$ cat src/core/smh_pkg.sv
package smh_pkg;

  // *********************************
  // bus map (register indices, byte address bits 4:2)
  // *********************************
  localparam int unsigned ADDR_W          = 5;
  localparam int unsigned DATA_W          = 32;
  localparam logic [2:0]  IDX_MODEM_STAT  = 3'h0;
  localparam logic [2:0]  IDX_MODEM_CTRL  = 3'h1;
  localparam logic [2:0]  IDX_INT_ENABLE  = 3'h2;
  localparam logic [2:0]  IDX_EVT_STATUS  = 3'h3;
  localparam logic [2:0]  IDX_EVT_MASK    = 3'h4;

  // *********************************
  // modem inputs, in change-flag order
  // *********************************
  localparam int unsigned NUM_IN          = 4;
  localparam int unsigned IN_CTS          = 0;
  localparam int unsigned IN_DSR          = 1;
  localparam int unsigned IN_RI           = 2;
  localparam int unsigned IN_DCD          = 3;

  // *********************************
  // field positions
  // *********************************
  localparam int unsigned MS_DELTA_LSB    = 0;
  localparam int unsigned MS_LEVEL_LSB    = 4;
  localparam int unsigned MC_DTR_BIT      = 0;
  localparam int unsigned MC_RTS_BIT      = 1;
  localparam int unsigned MC_LOOP_BIT     = 4;
  localparam int unsigned IE_MODEM_BIT    = 3;

  // *********************************
  // reset values
  // *********************************
  localparam logic [7:0]  MODEM_CTRL_RST  = 8'h00;
  localparam logic [7:0]  INT_ENABLE_RST  = 8'h00;
  localparam logic [3:0]  EVT_MASK_RST    = 4'h0;
  localparam logic [3:0]  SYNC_RST        = 4'hf;

  // *********************************
  // bus answer states
  // *********************************
  typedef enum logic [0:0] {
    SMH_BUS_IDLE = 1'b0,
    SMH_BUS_DONE = 1'b1
  } smh_bus_type;

endpackage

$ cat src/core/smh_sync.sv
`timescale 1ns/1ps
module smh_sync
(
  clk,
  rst_b,
  asyncIn,
  syncOut
);
  import smh_pkg::*;
  input  wire logic                        clk;
  input  wire logic                        rst_b;
  input  wire logic [smh_pkg::NUM_IN-1:0]  asyncIn;
  output logic      [smh_pkg::NUM_IN-1:0]  syncOut;

  logic [NUM_IN-1:0] meta_q;

  // *********************************
  // two-stage synchroniser, idle high
  // *********************************
  always_ff @(posedge clk or negedge rst_b)
  begin
    if (!rst_b)
    begin
      meta_q  <= SYNC_RST;
      syncOut <= SYNC_RST;
    end
    else
    begin
      meta_q  <= asyncIn;
      syncOut <= meta_q;
    end
  end

endmodule // smh_sync

$ cat src/core/smh_modem_handshake.sv
`timescale 1ns/1ps
module smh_modem_handshake
(
  clk,
  rst_b,
  address,
  read,
  write,
  writedata,
  byteenable,
  readdata,
  waitrequest,
  clear_to_send_in_n,
  data_set_ready_in_n,
  ring_indicator_in_n,
  carrier_detect_in_n,
  terminal_ready_out_n,
  request_to_send_out_n,
  irq
);
  import smh_pkg::*;
  input  wire logic                        clk;
  input  wire logic                        rst_b;
  input  wire logic [smh_pkg::ADDR_W-1:0]  address;
  input  wire logic                        read;
  input  wire logic                        write;
  input  wire logic [smh_pkg::DATA_W-1:0]  writedata;
  input  wire logic [3:0]                  byteenable;
  output logic      [smh_pkg::DATA_W-1:0]  readdata;
  output logic                             waitrequest;
  input  wire logic                        clear_to_send_in_n;
  input  wire logic                        data_set_ready_in_n;
  input  wire logic                        ring_indicator_in_n;
  input  wire logic                        carrier_detect_in_n;
  output logic                             terminal_ready_out_n;
  output logic                             request_to_send_out_n;
  output logic                             irq;

  // *********************************
  // declarations
  // *********************************
  smh_bus_type       busState_q;
  logic [NUM_IN-1:0] pinSync;
  logic [NUM_IN-1:0] pinPrev_q;
  logic [NUM_IN-1:0] pinChange;
  logic [NUM_IN-1:0] deltaSet;
  logic [NUM_IN-1:0] delta_q;
  logic [NUM_IN-1:0] evtStat_q;
  logic [NUM_IN-1:0] evtMask_q;
  logic [7:0]        modemCtrl_q;
  logic [7:0]        intEnable_q;
  logic [2:0]        regIdx;
  logic              accept;
  logic              wrDone;
  logic              rdDone;
  logic              msrDone;
  logic [NUM_IN-1:0] msrClear;
  logic              riFall_q;

  function automatic logic [DATA_W-1:0] readMux(input logic [2:0] idx,
                                                input logic [7:0] modem_status_reg,
                                                input logic [7:0] modem_control_reg,
                                                input logic [7:0] ier,
                                                input logic [3:0] est,
                                                input logic [3:0] emk);
    logic [DATA_W-1:0] v;
    v = '0;
    unique case (idx)
      IDX_MODEM_STAT: v[7:0] = modem_status_reg;
      IDX_MODEM_CTRL: v[7:0] = modem_control_reg;
      IDX_INT_ENABLE: v[7:0] = ier;
      IDX_EVT_STATUS: v[3:0] = est;
      IDX_EVT_MASK:   v[3:0] = emk;
      default:        v      = '0;
    endcase
    return v;
  endfunction

  // *********************************
  // input synchronisation and change detection
  // *********************************
  smh_sync u_sync
  (
    .clk     (clk),
    .rst_b   (rst_b),
    .asyncIn ({carrier_detect_in_n, ring_indicator_in_n,
               data_set_ready_in_n, clear_to_send_in_n}),
    .syncOut (pinSync)
  );

  always_ff @(posedge clk or negedge rst_b)
  begin
    if (!rst_b)
      pinPrev_q <= SYNC_RST;
    else
      pinPrev_q <= pinSync;
  end

  genvar gi;
  generate
    for (gi = 0; gi < NUM_IN; gi++)
    begin : g_edge
      assign pinChange[gi] = pinSync[gi] ^ pinPrev_q[gi];
      if (gi == IN_RI)
      begin : g_ri
        assign deltaSet[gi] = pinSync[gi] & ~pinPrev_q[gi];
      end
      else
      begin : g_any
        assign deltaSet[gi] = pinChange[gi];
      end
    end
  endgenerate

  // *********************************
  // avalon slave: one wait cycle per access
  // *********************************
  assign regIdx   = address[4:2];
  assign accept   = (read | write) & (busState_q == SMH_BUS_IDLE);
  assign wrDone   = write & (busState_q == SMH_BUS_DONE) & byteenable[0];
  assign rdDone   = read & (busState_q == SMH_BUS_DONE);
  assign msrDone  = rdDone & (regIdx == IDX_MODEM_STAT);
  assign msrClear = msrDone ? readdata[MS_DELTA_LSB +: NUM_IN] : '0;

  always_ff @(posedge clk or negedge rst_b)
  begin
    if (!rst_b)
    begin
      busState_q  <= SMH_BUS_IDLE;
      waitrequest <= 1'b1;
    end
    else
    begin
      unique case (busState_q)
        SMH_BUS_IDLE:
        begin
          if (accept)
          begin
            busState_q  <= SMH_BUS_DONE;
            waitrequest <= 1'b0;
          end
        end
        SMH_BUS_DONE:
        begin
          busState_q  <= SMH_BUS_IDLE;
          waitrequest <= 1'b1;
        end
      endcase
    end
  end

  // levels are the complement of the pins
  always_ff @(posedge clk or negedge rst_b)
  begin
    if (!rst_b)
      readdata <= '0;
    else if (accept & read)
      readdata <= readMux(regIdx, {~pinSync, delta_q}, modemCtrl_q, intEnable_q,
                          evtStat_q, evtMask_q);
  end

  // *********************************
  // change flags: set wins, clear only what was returned
  // *********************************
  always_ff @(posedge clk or negedge rst_b)
  begin
    if (!rst_b)
      delta_q <= '0;
    else
      delta_q <= (delta_q & ~msrClear) | deltaSet;
  end

  // ring falling edge has no status flag but still interrupts
  always_ff @(posedge clk or negedge rst_b)
  begin
    if (!rst_b)
      riFall_q <= 1'b0;
    else
      riFall_q <= (riFall_q & ~msrDone) | (pinPrev_q[IN_RI] & ~pinSync[IN_RI]);
  end

  // *********************************
  // control registers
  // *********************************
  always_ff @(posedge clk or negedge rst_b)
  begin
    if (!rst_b)
    begin
      modemCtrl_q <= MODEM_CTRL_RST;
      intEnable_q <= INT_ENABLE_RST;
      evtMask_q   <= EVT_MASK_RST;
    end
    else if (wrDone)
    begin
      if (regIdx == IDX_MODEM_CTRL)
        modemCtrl_q <= writedata[7:0];
      if (regIdx == IDX_INT_ENABLE)
        intEnable_q <= writedata[7:0];
      if (regIdx == IDX_EVT_MASK)
        evtMask_q <= writedata[NUM_IN-1:0];
    end
  end

  // sticky per-input events, write one to clear
  always_ff @(posedge clk or negedge rst_b)
  begin
    if (!rst_b)
      evtStat_q <= '0;
    else if (wrDone && regIdx == IDX_EVT_STATUS)
      evtStat_q <= (evtStat_q & ~writedata[NUM_IN-1:0]) | pinChange;
    else
      evtStat_q <= evtStat_q | pinChange;
  end

  // *********************************
  // outputs
  // *********************************
  // clear-to-send reaches nothing but status and interrupt
  always_ff @(posedge clk or negedge rst_b)
  begin
    if (!rst_b)
      irq <= 1'b0;
    else
      irq <= (intEnable_q[IE_MODEM_BIT] & ((|delta_q) | riFall_q))
             | (|(evtStat_q & evtMask_q));
  end

  always_ff @(posedge clk or negedge rst_b)
  begin
    if (!rst_b)
    begin
      terminal_ready_out_n  <= 1'b1;
      request_to_send_out_n <= 1'b1;
    end
    else
    begin
      terminal_ready_out_n  <= ~(modemCtrl_q[MC_DTR_BIT] & ~modemCtrl_q[MC_LOOP_BIT]);
      request_to_send_out_n <= ~(modemCtrl_q[MC_RTS_BIT] & ~modemCtrl_q[MC_LOOP_BIT]);
    end
  end
endmodule // smh_modem_handshake

$ cat config.mk
export PLATFORM = sky130hd
export DESIGN_NAME = smh_modem_handshake
export DESIGN_NICKNAME = d
export VERILOG_FILES = /design/src/core/smh_pkg.sv /design/src/core/smh_sync.sv /design/src/core/smh_modem_handshake.sv
export SDC_FILE = /design/constraint.sdc
export NUM_CORES = 1
export LEC_CHECK = 0
export BUFFER_PORTS_ARGS = -buffer_cell sky130_fd_sc_hd__buf_2
export CAP_MARGIN = 40
export CORE_ASPECT_RATIO = 1.25
export CORE_MARGIN = 4
export CORE_UTILIZATION = 54
export DETAILED_ROUTE_END_ITERATION = 10
export PLACE_DENSITY = 0.85
export SLEW_MARGIN = 20
export SYNTH_ARGS = -nofsm -noshare
export SYNTH_HDL_FRONTEND = slang
export SYNTH_SLANG_ARGS = --single-unit
$ cat constraint.sdc
create_clock -name clk -period 2.3 [get_ports clk]
set_input_delay 0.575 -clock clk [delete_from_list [all_inputs] [get_ports clk]]
set_output_delay 0.575 -clock clk [all_outputs]
set_load 0.1 [all_outputs]
# Word-level counts from Yosys, hierarchy flattened
# Index checks and enable logic that the tools add are counted.
# op_classes
n_mul	0
shifts	0
div_mod_pow	0
n_reduce_logical	7
n_mux	8
bitwise	36
order_cmp	0
eq_ne	5
addsub	0
# ops
operator	n
$pmux W4 S5	1
$and A1 B1 Y1	12
$and A4 B4 Y4	3
$not A4 Y4	3
$or A4 B4 Y4	3
$pmux W4 S3	1
$mux W4	2
$reduce_or A4 Y1	2
$not A1 Y1	7
$eq A3 B2 Y1 const B	2
$reduce_and A2 Y1	3
$or A1 B1 Y1	4
$pmux W1 S2	2
$xor A1 B1 Y1	4
$eq A3 B1 Y1 const B	1
$eq A3 B3 Y1 const B	1
$logic_not A3 Y1	1
$mux W1	2
$ne A2 B2 Y1 const B	1
$logic_and A1 B1 Y1	1
# word_totals
latchBits	0
word_cells	71
ram_bits	0
n_memories	0
rom_bits	0
input_bits	49
ff_bits	54

# Longest topological paths before layout
# Gate-level depths: netlist of the first run.
# depth
ltp_word	6
mapped_depth	4
mapped_depth_nobuf	4

# Cells and area by module
# A second synthesis of the first run with hierarchy kept.
# unflattened
cells_unflattened	205
area_unflattened_um2	2506.2
# modules_own_cells
module	area_per_inst_um2	cells_each	seq_area_each_um2	n_inst
smh_modem_handshake	2296.0	197	1159.9	1
smh_sync	210.2	8	210.2	1

# Worst setup path after synthesis of the first run
# OpenSTA, ideal clock, no wires.
# synth_path
path_kind	input -> register
from	input address[4] (netlist name)
to	register modemCtrl_q[0]
path_slack_ns	0.693
cell_stages	3
required_time_ns	2.175
t_arrival_ns	1.482
path_buffers	0
setup_time_ns	0.125
path_cell_list	nand4b_4 -> nor3b_4 -> mux2_2
# synth_between
elab_chain_cells	2
# synth_rtl
item	line	source
from (decl)	smh_modem_handshake.sv:24	input wire logic [smh_pkg::ADDR_W-1:0] address;
$eq A3 B1 Y1	smh_modem_handshake.sv:195	if (regIdx == IDX_MODEM_CTRL)
$reduce_and A2 Y1 (no source line)	n/a	
to (signal assigned)	smh_modem_handshake.sv:196	modemCtrl_q <= writedata[7:0];
to (decl)	smh_modem_handshake.sv:50	logic [7:0] modemCtrl_q;
# Every way passes these cells.
# A chain may end at the register's enable or synchronous reset.

# Worst setup path after layout of the first run
# layout_path
from	register waitrequest
to	output waitrequest
# layout_lines
item	line	source
from (decl)	smh_modem_handshake.sv:30	output logic waitrequest;
from (signal assigned)	smh_modem_handshake.sv:130	waitrequest <= 1'b1;
from (signal assigned)	smh_modem_handshake.sv:140	waitrequest <= 1'b0;
from (signal assigned)	smh_modem_handshake.sv:146	waitrequest <= 1'b1;
# No word-level cell between the ends.

==> results of run 1 <==
[power groups by stage]
stage               clock (mW)  combinational (mW)  sequential, mW
floorplan                    0               0.391            1.44
global placement             0               0.739            1.18
detailed placement           0               0.750            1.19
CTS                      0.626               0.752            1.17
global route             0.674               0.791            1.19
finish                   0.618               0.747            1.17
[final timing paths]
| check | to | slack, ps | cells past startpoint |
|---|---|---|---|
| hold / removal | intEnable_q[3]$_DFFE_PN0P_ | 210 | 1 |
| setup reg to reg | modemCtrl_q[2]$_DFFE_PN0P_ | 640 | 3 |
| max in group asynchronous | waitrequest$_DFFE_PN1P_ | 1480 | 2 |
| hold reg to reg | u_sync.syncOut[1]$_DFF_PN1_ | 360 | 0 |
| min in group clk | u_sync.meta_q[1]$_DFF_PN1_ | 360 | 1 |
| setup / recovery | waitrequest | 460 | 1 |
[kinds of logic after synthesis]
family / after synthesis / share of synthesized area (%)
flip-flops: 54 / 54.7
AND/OR/NAND/NOR: 48 / 12.6
buffers and inverters: 39 / 9.64
AO/OA/AOI/OAI: 32 / 9.68
multiplexers: 24 / 11.2
XOR/XNOR: 3 / 1.05
adder cells (fa/ha/maj): 2 / 0.998
other: 1 / 0.150
[final cells by class]
class	instances	area, um2	share of cell area (%)
repair buffers	36	205	7.41
well taps	58	72.6	2.62
flip-flops and latches	54	1370	49.5
clock buffers	7	76.3	2.76
inverters	9	33.8	1.22
clock inverters	1	30.0	1.08
multi-input cells	133	981	35.4
[per-stage QoR]
stage / utilization, % / hold WS [ps] / power, mW
floorplan: - / 279 / 1.83
global placement: 59.7 / 345 / 1.92
detailed placement: 59.7 / 349 / 1.94
CTS: 62.1 / 222 / 2.55
global route: 62.1 / 231 / 2.65
finish: 62.1 / 208 / 2.54
[layer usage]
metal	GRT usage [%]	vias to the layer above
met5	0	-
met1	22.1	786
met2	29.5	50
met4	7.27	0
li1	-	737
met3	3.75	8
[synthesized netlist by cell type]
cell,instances,area (um2)
o32ai_1,4,35.0
or4_1,1,7.51
nor2b_1,10,62.6
dfstp_2,15,394
and3_1,2,12.5
nor3b_4,1,18.8
a31oi_1,5,31.3
nand2b_1,5,31.3
buf_4,25,188
conb_1,1,3.75
nor2_1,8,30.0
inv_1,9,33.8
dfrtp_1,39,976
nor4b_2,1,15.0
o311ai_0,3,26.3
o21ai_0,1,5.00
a22o_1,4,35.0
clkbuf_1,4,15.0
and3b_1,6,52.6
nor2_2,1,6.26
a21o_1,6,45.0
nor3b_1,1,7.51
nand4b_4,1,23.8
nand3_1,5,25.0
a22oi_1,5,37.5
buf_2,1,5.00
ha_1,2,25.0
a21oi_1,1,5.00
o211ai_1,3,22.5
mux4_2,1,22.5
xor2_1,3,26.3
nand2_1,6,22.5
mux2_2,23,259
==> flow_summary_export.csv, run 1 <==
group,metric,value,unit
placement,io_buffer_count,31,
cts,clk_pin_slew,100,ps
placement,place_ws,294,ps
cells_and_area,reg.largest.list,"intEnable_q (8), modemCtrl_q (8), readdata (8)",
route,wl,4640,um
cells_and_area,diodes,0,
cells_and_area,fillers,380,
critical_path,startpoint,"waitrequest$_DFFE_PN1P_",
timing,min_period,1840,ps
logic_synthesis,synth.distinct_cells,33,
critical_path,critical-path-max-stage-delay,540,ps
placement,place_inst,290,
timing,tns,0,ps
route,vias,1581,
route,drtIter0Drc,86,
cells_and_area,fin_cells,298,
floorplanning,dieArea,0.00580,mm2
global_route,grt_pass1_vias,1562,
timing,skew,14.9,ps
cts,cts_made_buffers,5,
route,highest_layer,"met4",
floorplanning,ios,85,
timing,fmax,544,MHz
cts,clkLatencyLatePin,310,ps
floorplanning,initial_core_util,56.2,%
critical_path,crit_path_max_fanout,2,
pwr,seqPwrFrac,46.2,%
logic_synthesis,synth_area,0.00251,mm2
route,dr_wl_met3,285,um
floorplanning,die_h,84.2,um
cts,holdBufCountCts,0,
timing,fin_crit_sh,79.9,%
placement,post_dp_cell_area,0.00266,mm2
cts,clk_path_buf_depth,2,
pwr,switchingPower,952,uW
global_route,grt-ovfl-total,0,
critical_path,cpLargestDelayFamily,"flip-flops",
pwr,p_int,1.59,mW
timing,worst_slew_pin_slew,530,ps
pwr,ir_drop,0.407,mV
critical_path,cp_num_buf_inv,1,
run_status,outcome,"completed",
floorplanning,std_cell_rows,27,
global_route,track_usage,17.8,%
pwr,switching_share,37.5,%
pwr,leakage,1.29,nW
cts,cts.repair.resized,0,
route,drt-pass1-iter-count,4,
global_route,grt_max_degree,35,
timing,fin_ws,461,ps
logic_synthesis,ys_seq_area_share,54.7,%
logic_synthesis,synth-seq-cells,54,
run,max_cap_violations,0,
timing,setup_viol,0,
route,viasPerCell,5.31,
cells_and_area,final_common_cell,"dfrtp_1",
critical_path,r2r-start,"busState_q$_DFF_PN0_",
route,wl_met2,2410,um
cells_and_area,synthToLayoutAreaGrowth,10.5,%
critical_path,crit_path_start_kind,"flop",
route,drc_errors,0,
critical_path,crit_slowest_cell,"dfstp_2",
timing,hold_viol_final,0,
cts,cts_setup_buffers,0,
cells_and_area,nNetsFinal,290,
cts,tritoncts,"yes",
cells_and_area,fin_area,0.00277,mm2
cts,cts_max_level,2,
critical_path,crit_required,1730,ps
cts,clock_sinks,54,
critical_path,crit_path_end_kind,"primary output",
pwr,powerDensity,917,mW/mm2
route,drtAntennaViolNets,0,
floorplanning,core_area,0.00446,mm2
critical_path,crit_type,"flop to primary output",
pwr,power_frac_comb,29.4,%
critical_path,critical_path.cell_chain,"buf_2",
route,wl_per_cell,15.6,um
timing,slew_headroom,64.5,%
cts,root_buffer,"clkbuf_8",
logic_synthesis,syn_avg_cell_area,12.3,um2
cells_and_area,final_cell_mix,"dfrtp_1, buf_2, conb_1, mux2_2, dfstp_2",
placement,hpwlAfterDp,3540,um
pwr,clkPwrFrac,24.3,%
route,met1Wirelength,1830,um
critical_path,worst_ep_arrival_time,1260,ps
logic_synthesis,ys_warn_count,0,
timing,rsz0062_at_grt,"no",
hold_path,hold_path.class,"input port to async pin",
logic_synthesis,synth_cells,203,
global_route,grt_pass1_wl,7640,um
placement,gp_congestion,0.800,
cells_and_area,layout-drive-gt1-share,35.4,%
floorplanning,fp.dieW,68.9,um
timing,slew_viol_final,0,
global_route,antenna_found_initial,0,
No activity file was read; power rests on OpenSTA's default activity.
==> run 2, diff against run 1 <==
Settings changed: CORE_UTILIZATION 54 to 45, PLACE_DENSITY 0.85 to 0.76.
Clock period 2.3 ns to 1.6 ns, I/O delays scaled along.
==> flow_summary_export.csv, run 2 (synthesized netlist as in run 1, its figures left out) <==
group,metric,value,unit
global_route,grt_max_degree,41,
timing,tns,0,ps
critical_path,crit_type,"flop to primary output",
critical_path,cp_num_buf_inv,1,
critical_path,crit_path_start_kind,"flop",
route,wl,4620,um
critical_path,path_depth,1,
critical_path,crit_required,1200,ps
pwr,power_frac_comb,32.1,%
floorplanning,dieArea,0.00683,mm2
critical_path,critical-path-max-stage-delay,440,ps
timing,setup_viol,0,
critical_path,r2r-start,"busState_q$_DFF_PN0_",
critical_path,worst_ep_arrival_time,1140,ps
cts,clkLatencyLatePin,310,ps
pwr,clkPwrFrac,20.4,%
cells_and_area,diodes,0,
cts,clk_pin_slew,100,ps
cells_and_area,final_cell_mix,"dfrtp_1, buf_2, conb_1, mux2_2, dfstp_2",
timing,fmax,650,MHz
placement,place_ws,0.701,ps
pwr,seqPwrFrac,47.5,%
route,drt-pass1-iter-count,4,
pwr,switchingPower,1.37,mW
cts,cts_max_level,2,
critical_path,rrSetupSlack,150,ps
cts,tritoncts,"yes",
route,drc_errors,0,
cells_and_area,layout-drive-gt1-share,36.8,%
cells_and_area,synthToLayoutAreaGrowth,14.4,%
floorplanning,ios,85,
timing,min_period,1540,ps
cells_and_area,fin_util,53.0,%
placement,gp_congestion,0.804,
global_route,grt_pass1_vias,1589,
critical_path,critical_path.cell_chain,"buf_2",
critical_path,rr_endpoint,"readdata[7]$_DFFE_PN0P_",
global_route,grt-ovfl-total,0,
route,viasPerCell,5.10,
cts,clk_path_buf_depth,2,
cts,cts_setup_buffers,0,
placement,io_buffer_count,31,
floorplanning,fp.dieW,74.8,um
run,max_cap_violations,0,
global_route,track_usage,15.0,%
global_route,antenna_found_initial,0,
cts,clock_sinks,54,
route,vias,1585,
run_status,outcome,"completed",
cells_and_area,reg.largest.list,"intEnable_q (8), modemCtrl_q (8), readdata (8)",
route,wl_per_cell,14.9,um
cells_and_area,seqCellArea,0.00137,mm2
critical_path,cpLargestDelayFamily,"buffers and inverters",
global_route,grt_pass1_wl,7760,um
critical_path,crit_path_max_fanout,3,
critical_path,critPathCapture,"readdata[3]",
timing,slew_viol_final,0,
floorplanning,initial_core_util,46.4,%
pwr,p_int,2.18,mW
cts,cts_made_buffers,5,
pwr,leakage,1.33,nW
floorplanning,core_area,0.00541,mm2
critical_path,crit_path_end_kind,"primary output",
cells_and_area,nNetsFinal,297,
cts,root_buffer,"clkbuf_8",
critical_path,crit_slowest_cell,"buf_2",
timing,skew,16.6,ps
timing,fin_ws,61.9,ps
hold_path,hold_path.class,"input port to flop",
floorplanning,std_cell_rows,30,
pwr,switching_share,38.5,%
cells_and_area,multi_input_area,981,um2
route,drtAntennaViolNets,0,
timing,rsz0062_at_grt,"no",
critical_path,startpoint,"readdata[3]$_DFFE_PN0P_",
placement,hpwlAfterDp,3620,um
pwr,ir_drop,0.456,mV
cells_and_area,fillers,471,
timing,hold_viol_final,0,
route,drtIter0Drc,125,
critical_path,rr_worst_depth,4,
timing,fin_crit_sh,96.1,%
cells_and_area,final_common_cell,"dfrtp_1",
pwr,powerDensity,1240,mW/mm2
floorplanning,die_h,91.4,um
-- run 2: changes by cell type in the layout (fill, tap and decap cells not counted) --
cell / change
buf_2: -3
dlygate4sd3_1: +1
bufinv_16: -1
o311ai_1: +1
o311ai_0: -1
buf_12: +4
clkinvlp_4: +1
buf_4: +5
-- run 2: repair_timing --
action | CTS | global route
endpoints found under the hold margin | 8 | 0
gates resized for setup | 0 | 1
hold buffers | 1 | 0
setup endpoints to repair | 0 | 1
-- run 2: how the worst min path moves through the flow --
stage                                    from                          to  slack, ps  depth (start not counted)
after floorplan                         rst_b        busState_q$_DFF_PN0_        100                          0
after global placement                  rst_b      evtStat_q[2]$_DFF_PN0_        320                          1
after detailed placement                rst_b               irq$_DFF_PN0_        330                          1
after CTS                 data_set_ready_in_n  u_sync.meta_q[1]$_DFF_PN1_        180                          1
after global routing      data_set_ready_in_n  u_sync.meta_q[1]$_DFF_PN1_        170                          1
final                      clear_to_send_in_n  u_sync.meta_q[0]$_DFF_PN1_        190                          1
-- run 2: cell type report --
type / count / area share [%]
Sequential cell: 54 / 47.8
Multi-Input combinational cell: 133 / 34.2
Timing Repair Buffer: 43 / 11.1
Tap cell: 64 / 2.79
Clock buffer: 7 / 2.66
Inverter: 9 / 1.18
Clock inverter: 1 / 0.262
-- run 2: per-stage QoR --
| stage | cell area (um2) | power, mW | hold slack [ps] | std cells |
|---|---|---|---|---|
| after global routing | 2870 | 3.72 | 167 | 311 |
| after detailed placement | 2770 | 2.86 | 333 | 302 |
| after global placement | 2770 | 2.83 | 323 | 302 |
| after floorplan | 2590 | 2.63 | 104 | 226 |
| final | 2870 | 3.55 | 189 | 311 |
| after CTS | 2870 | 3.59 | 175 | 311 |
-- run 2: power groups by stage --
stage          sequential (mW)  clock [mW]  combinational (mW)
6_report                  1.69       0.723                1.14
2_1_floorplan             2.06           0               0.562
4_1_cts                   1.69       0.755                1.14
5_1_grt                   1.71       0.811                1.20
3_5_place_dp              1.71           0                1.14
3_3_place_gp              1.71           0                1.13
-- run 2: per-layer routing --
metal / routed length, um / GRT usage [%] / share of wire, % / up-vias
li1: - / - / - / 751
met1: 1850 / 18.0 / 40 / 785
met2: 2380 / 24.9 / 52 / 40
met3: 277 / 3.65 / 6.0 / 9
met4: 113 / 6.53 / 2.4 / 0
met5: 0 / 0 / 0 / -
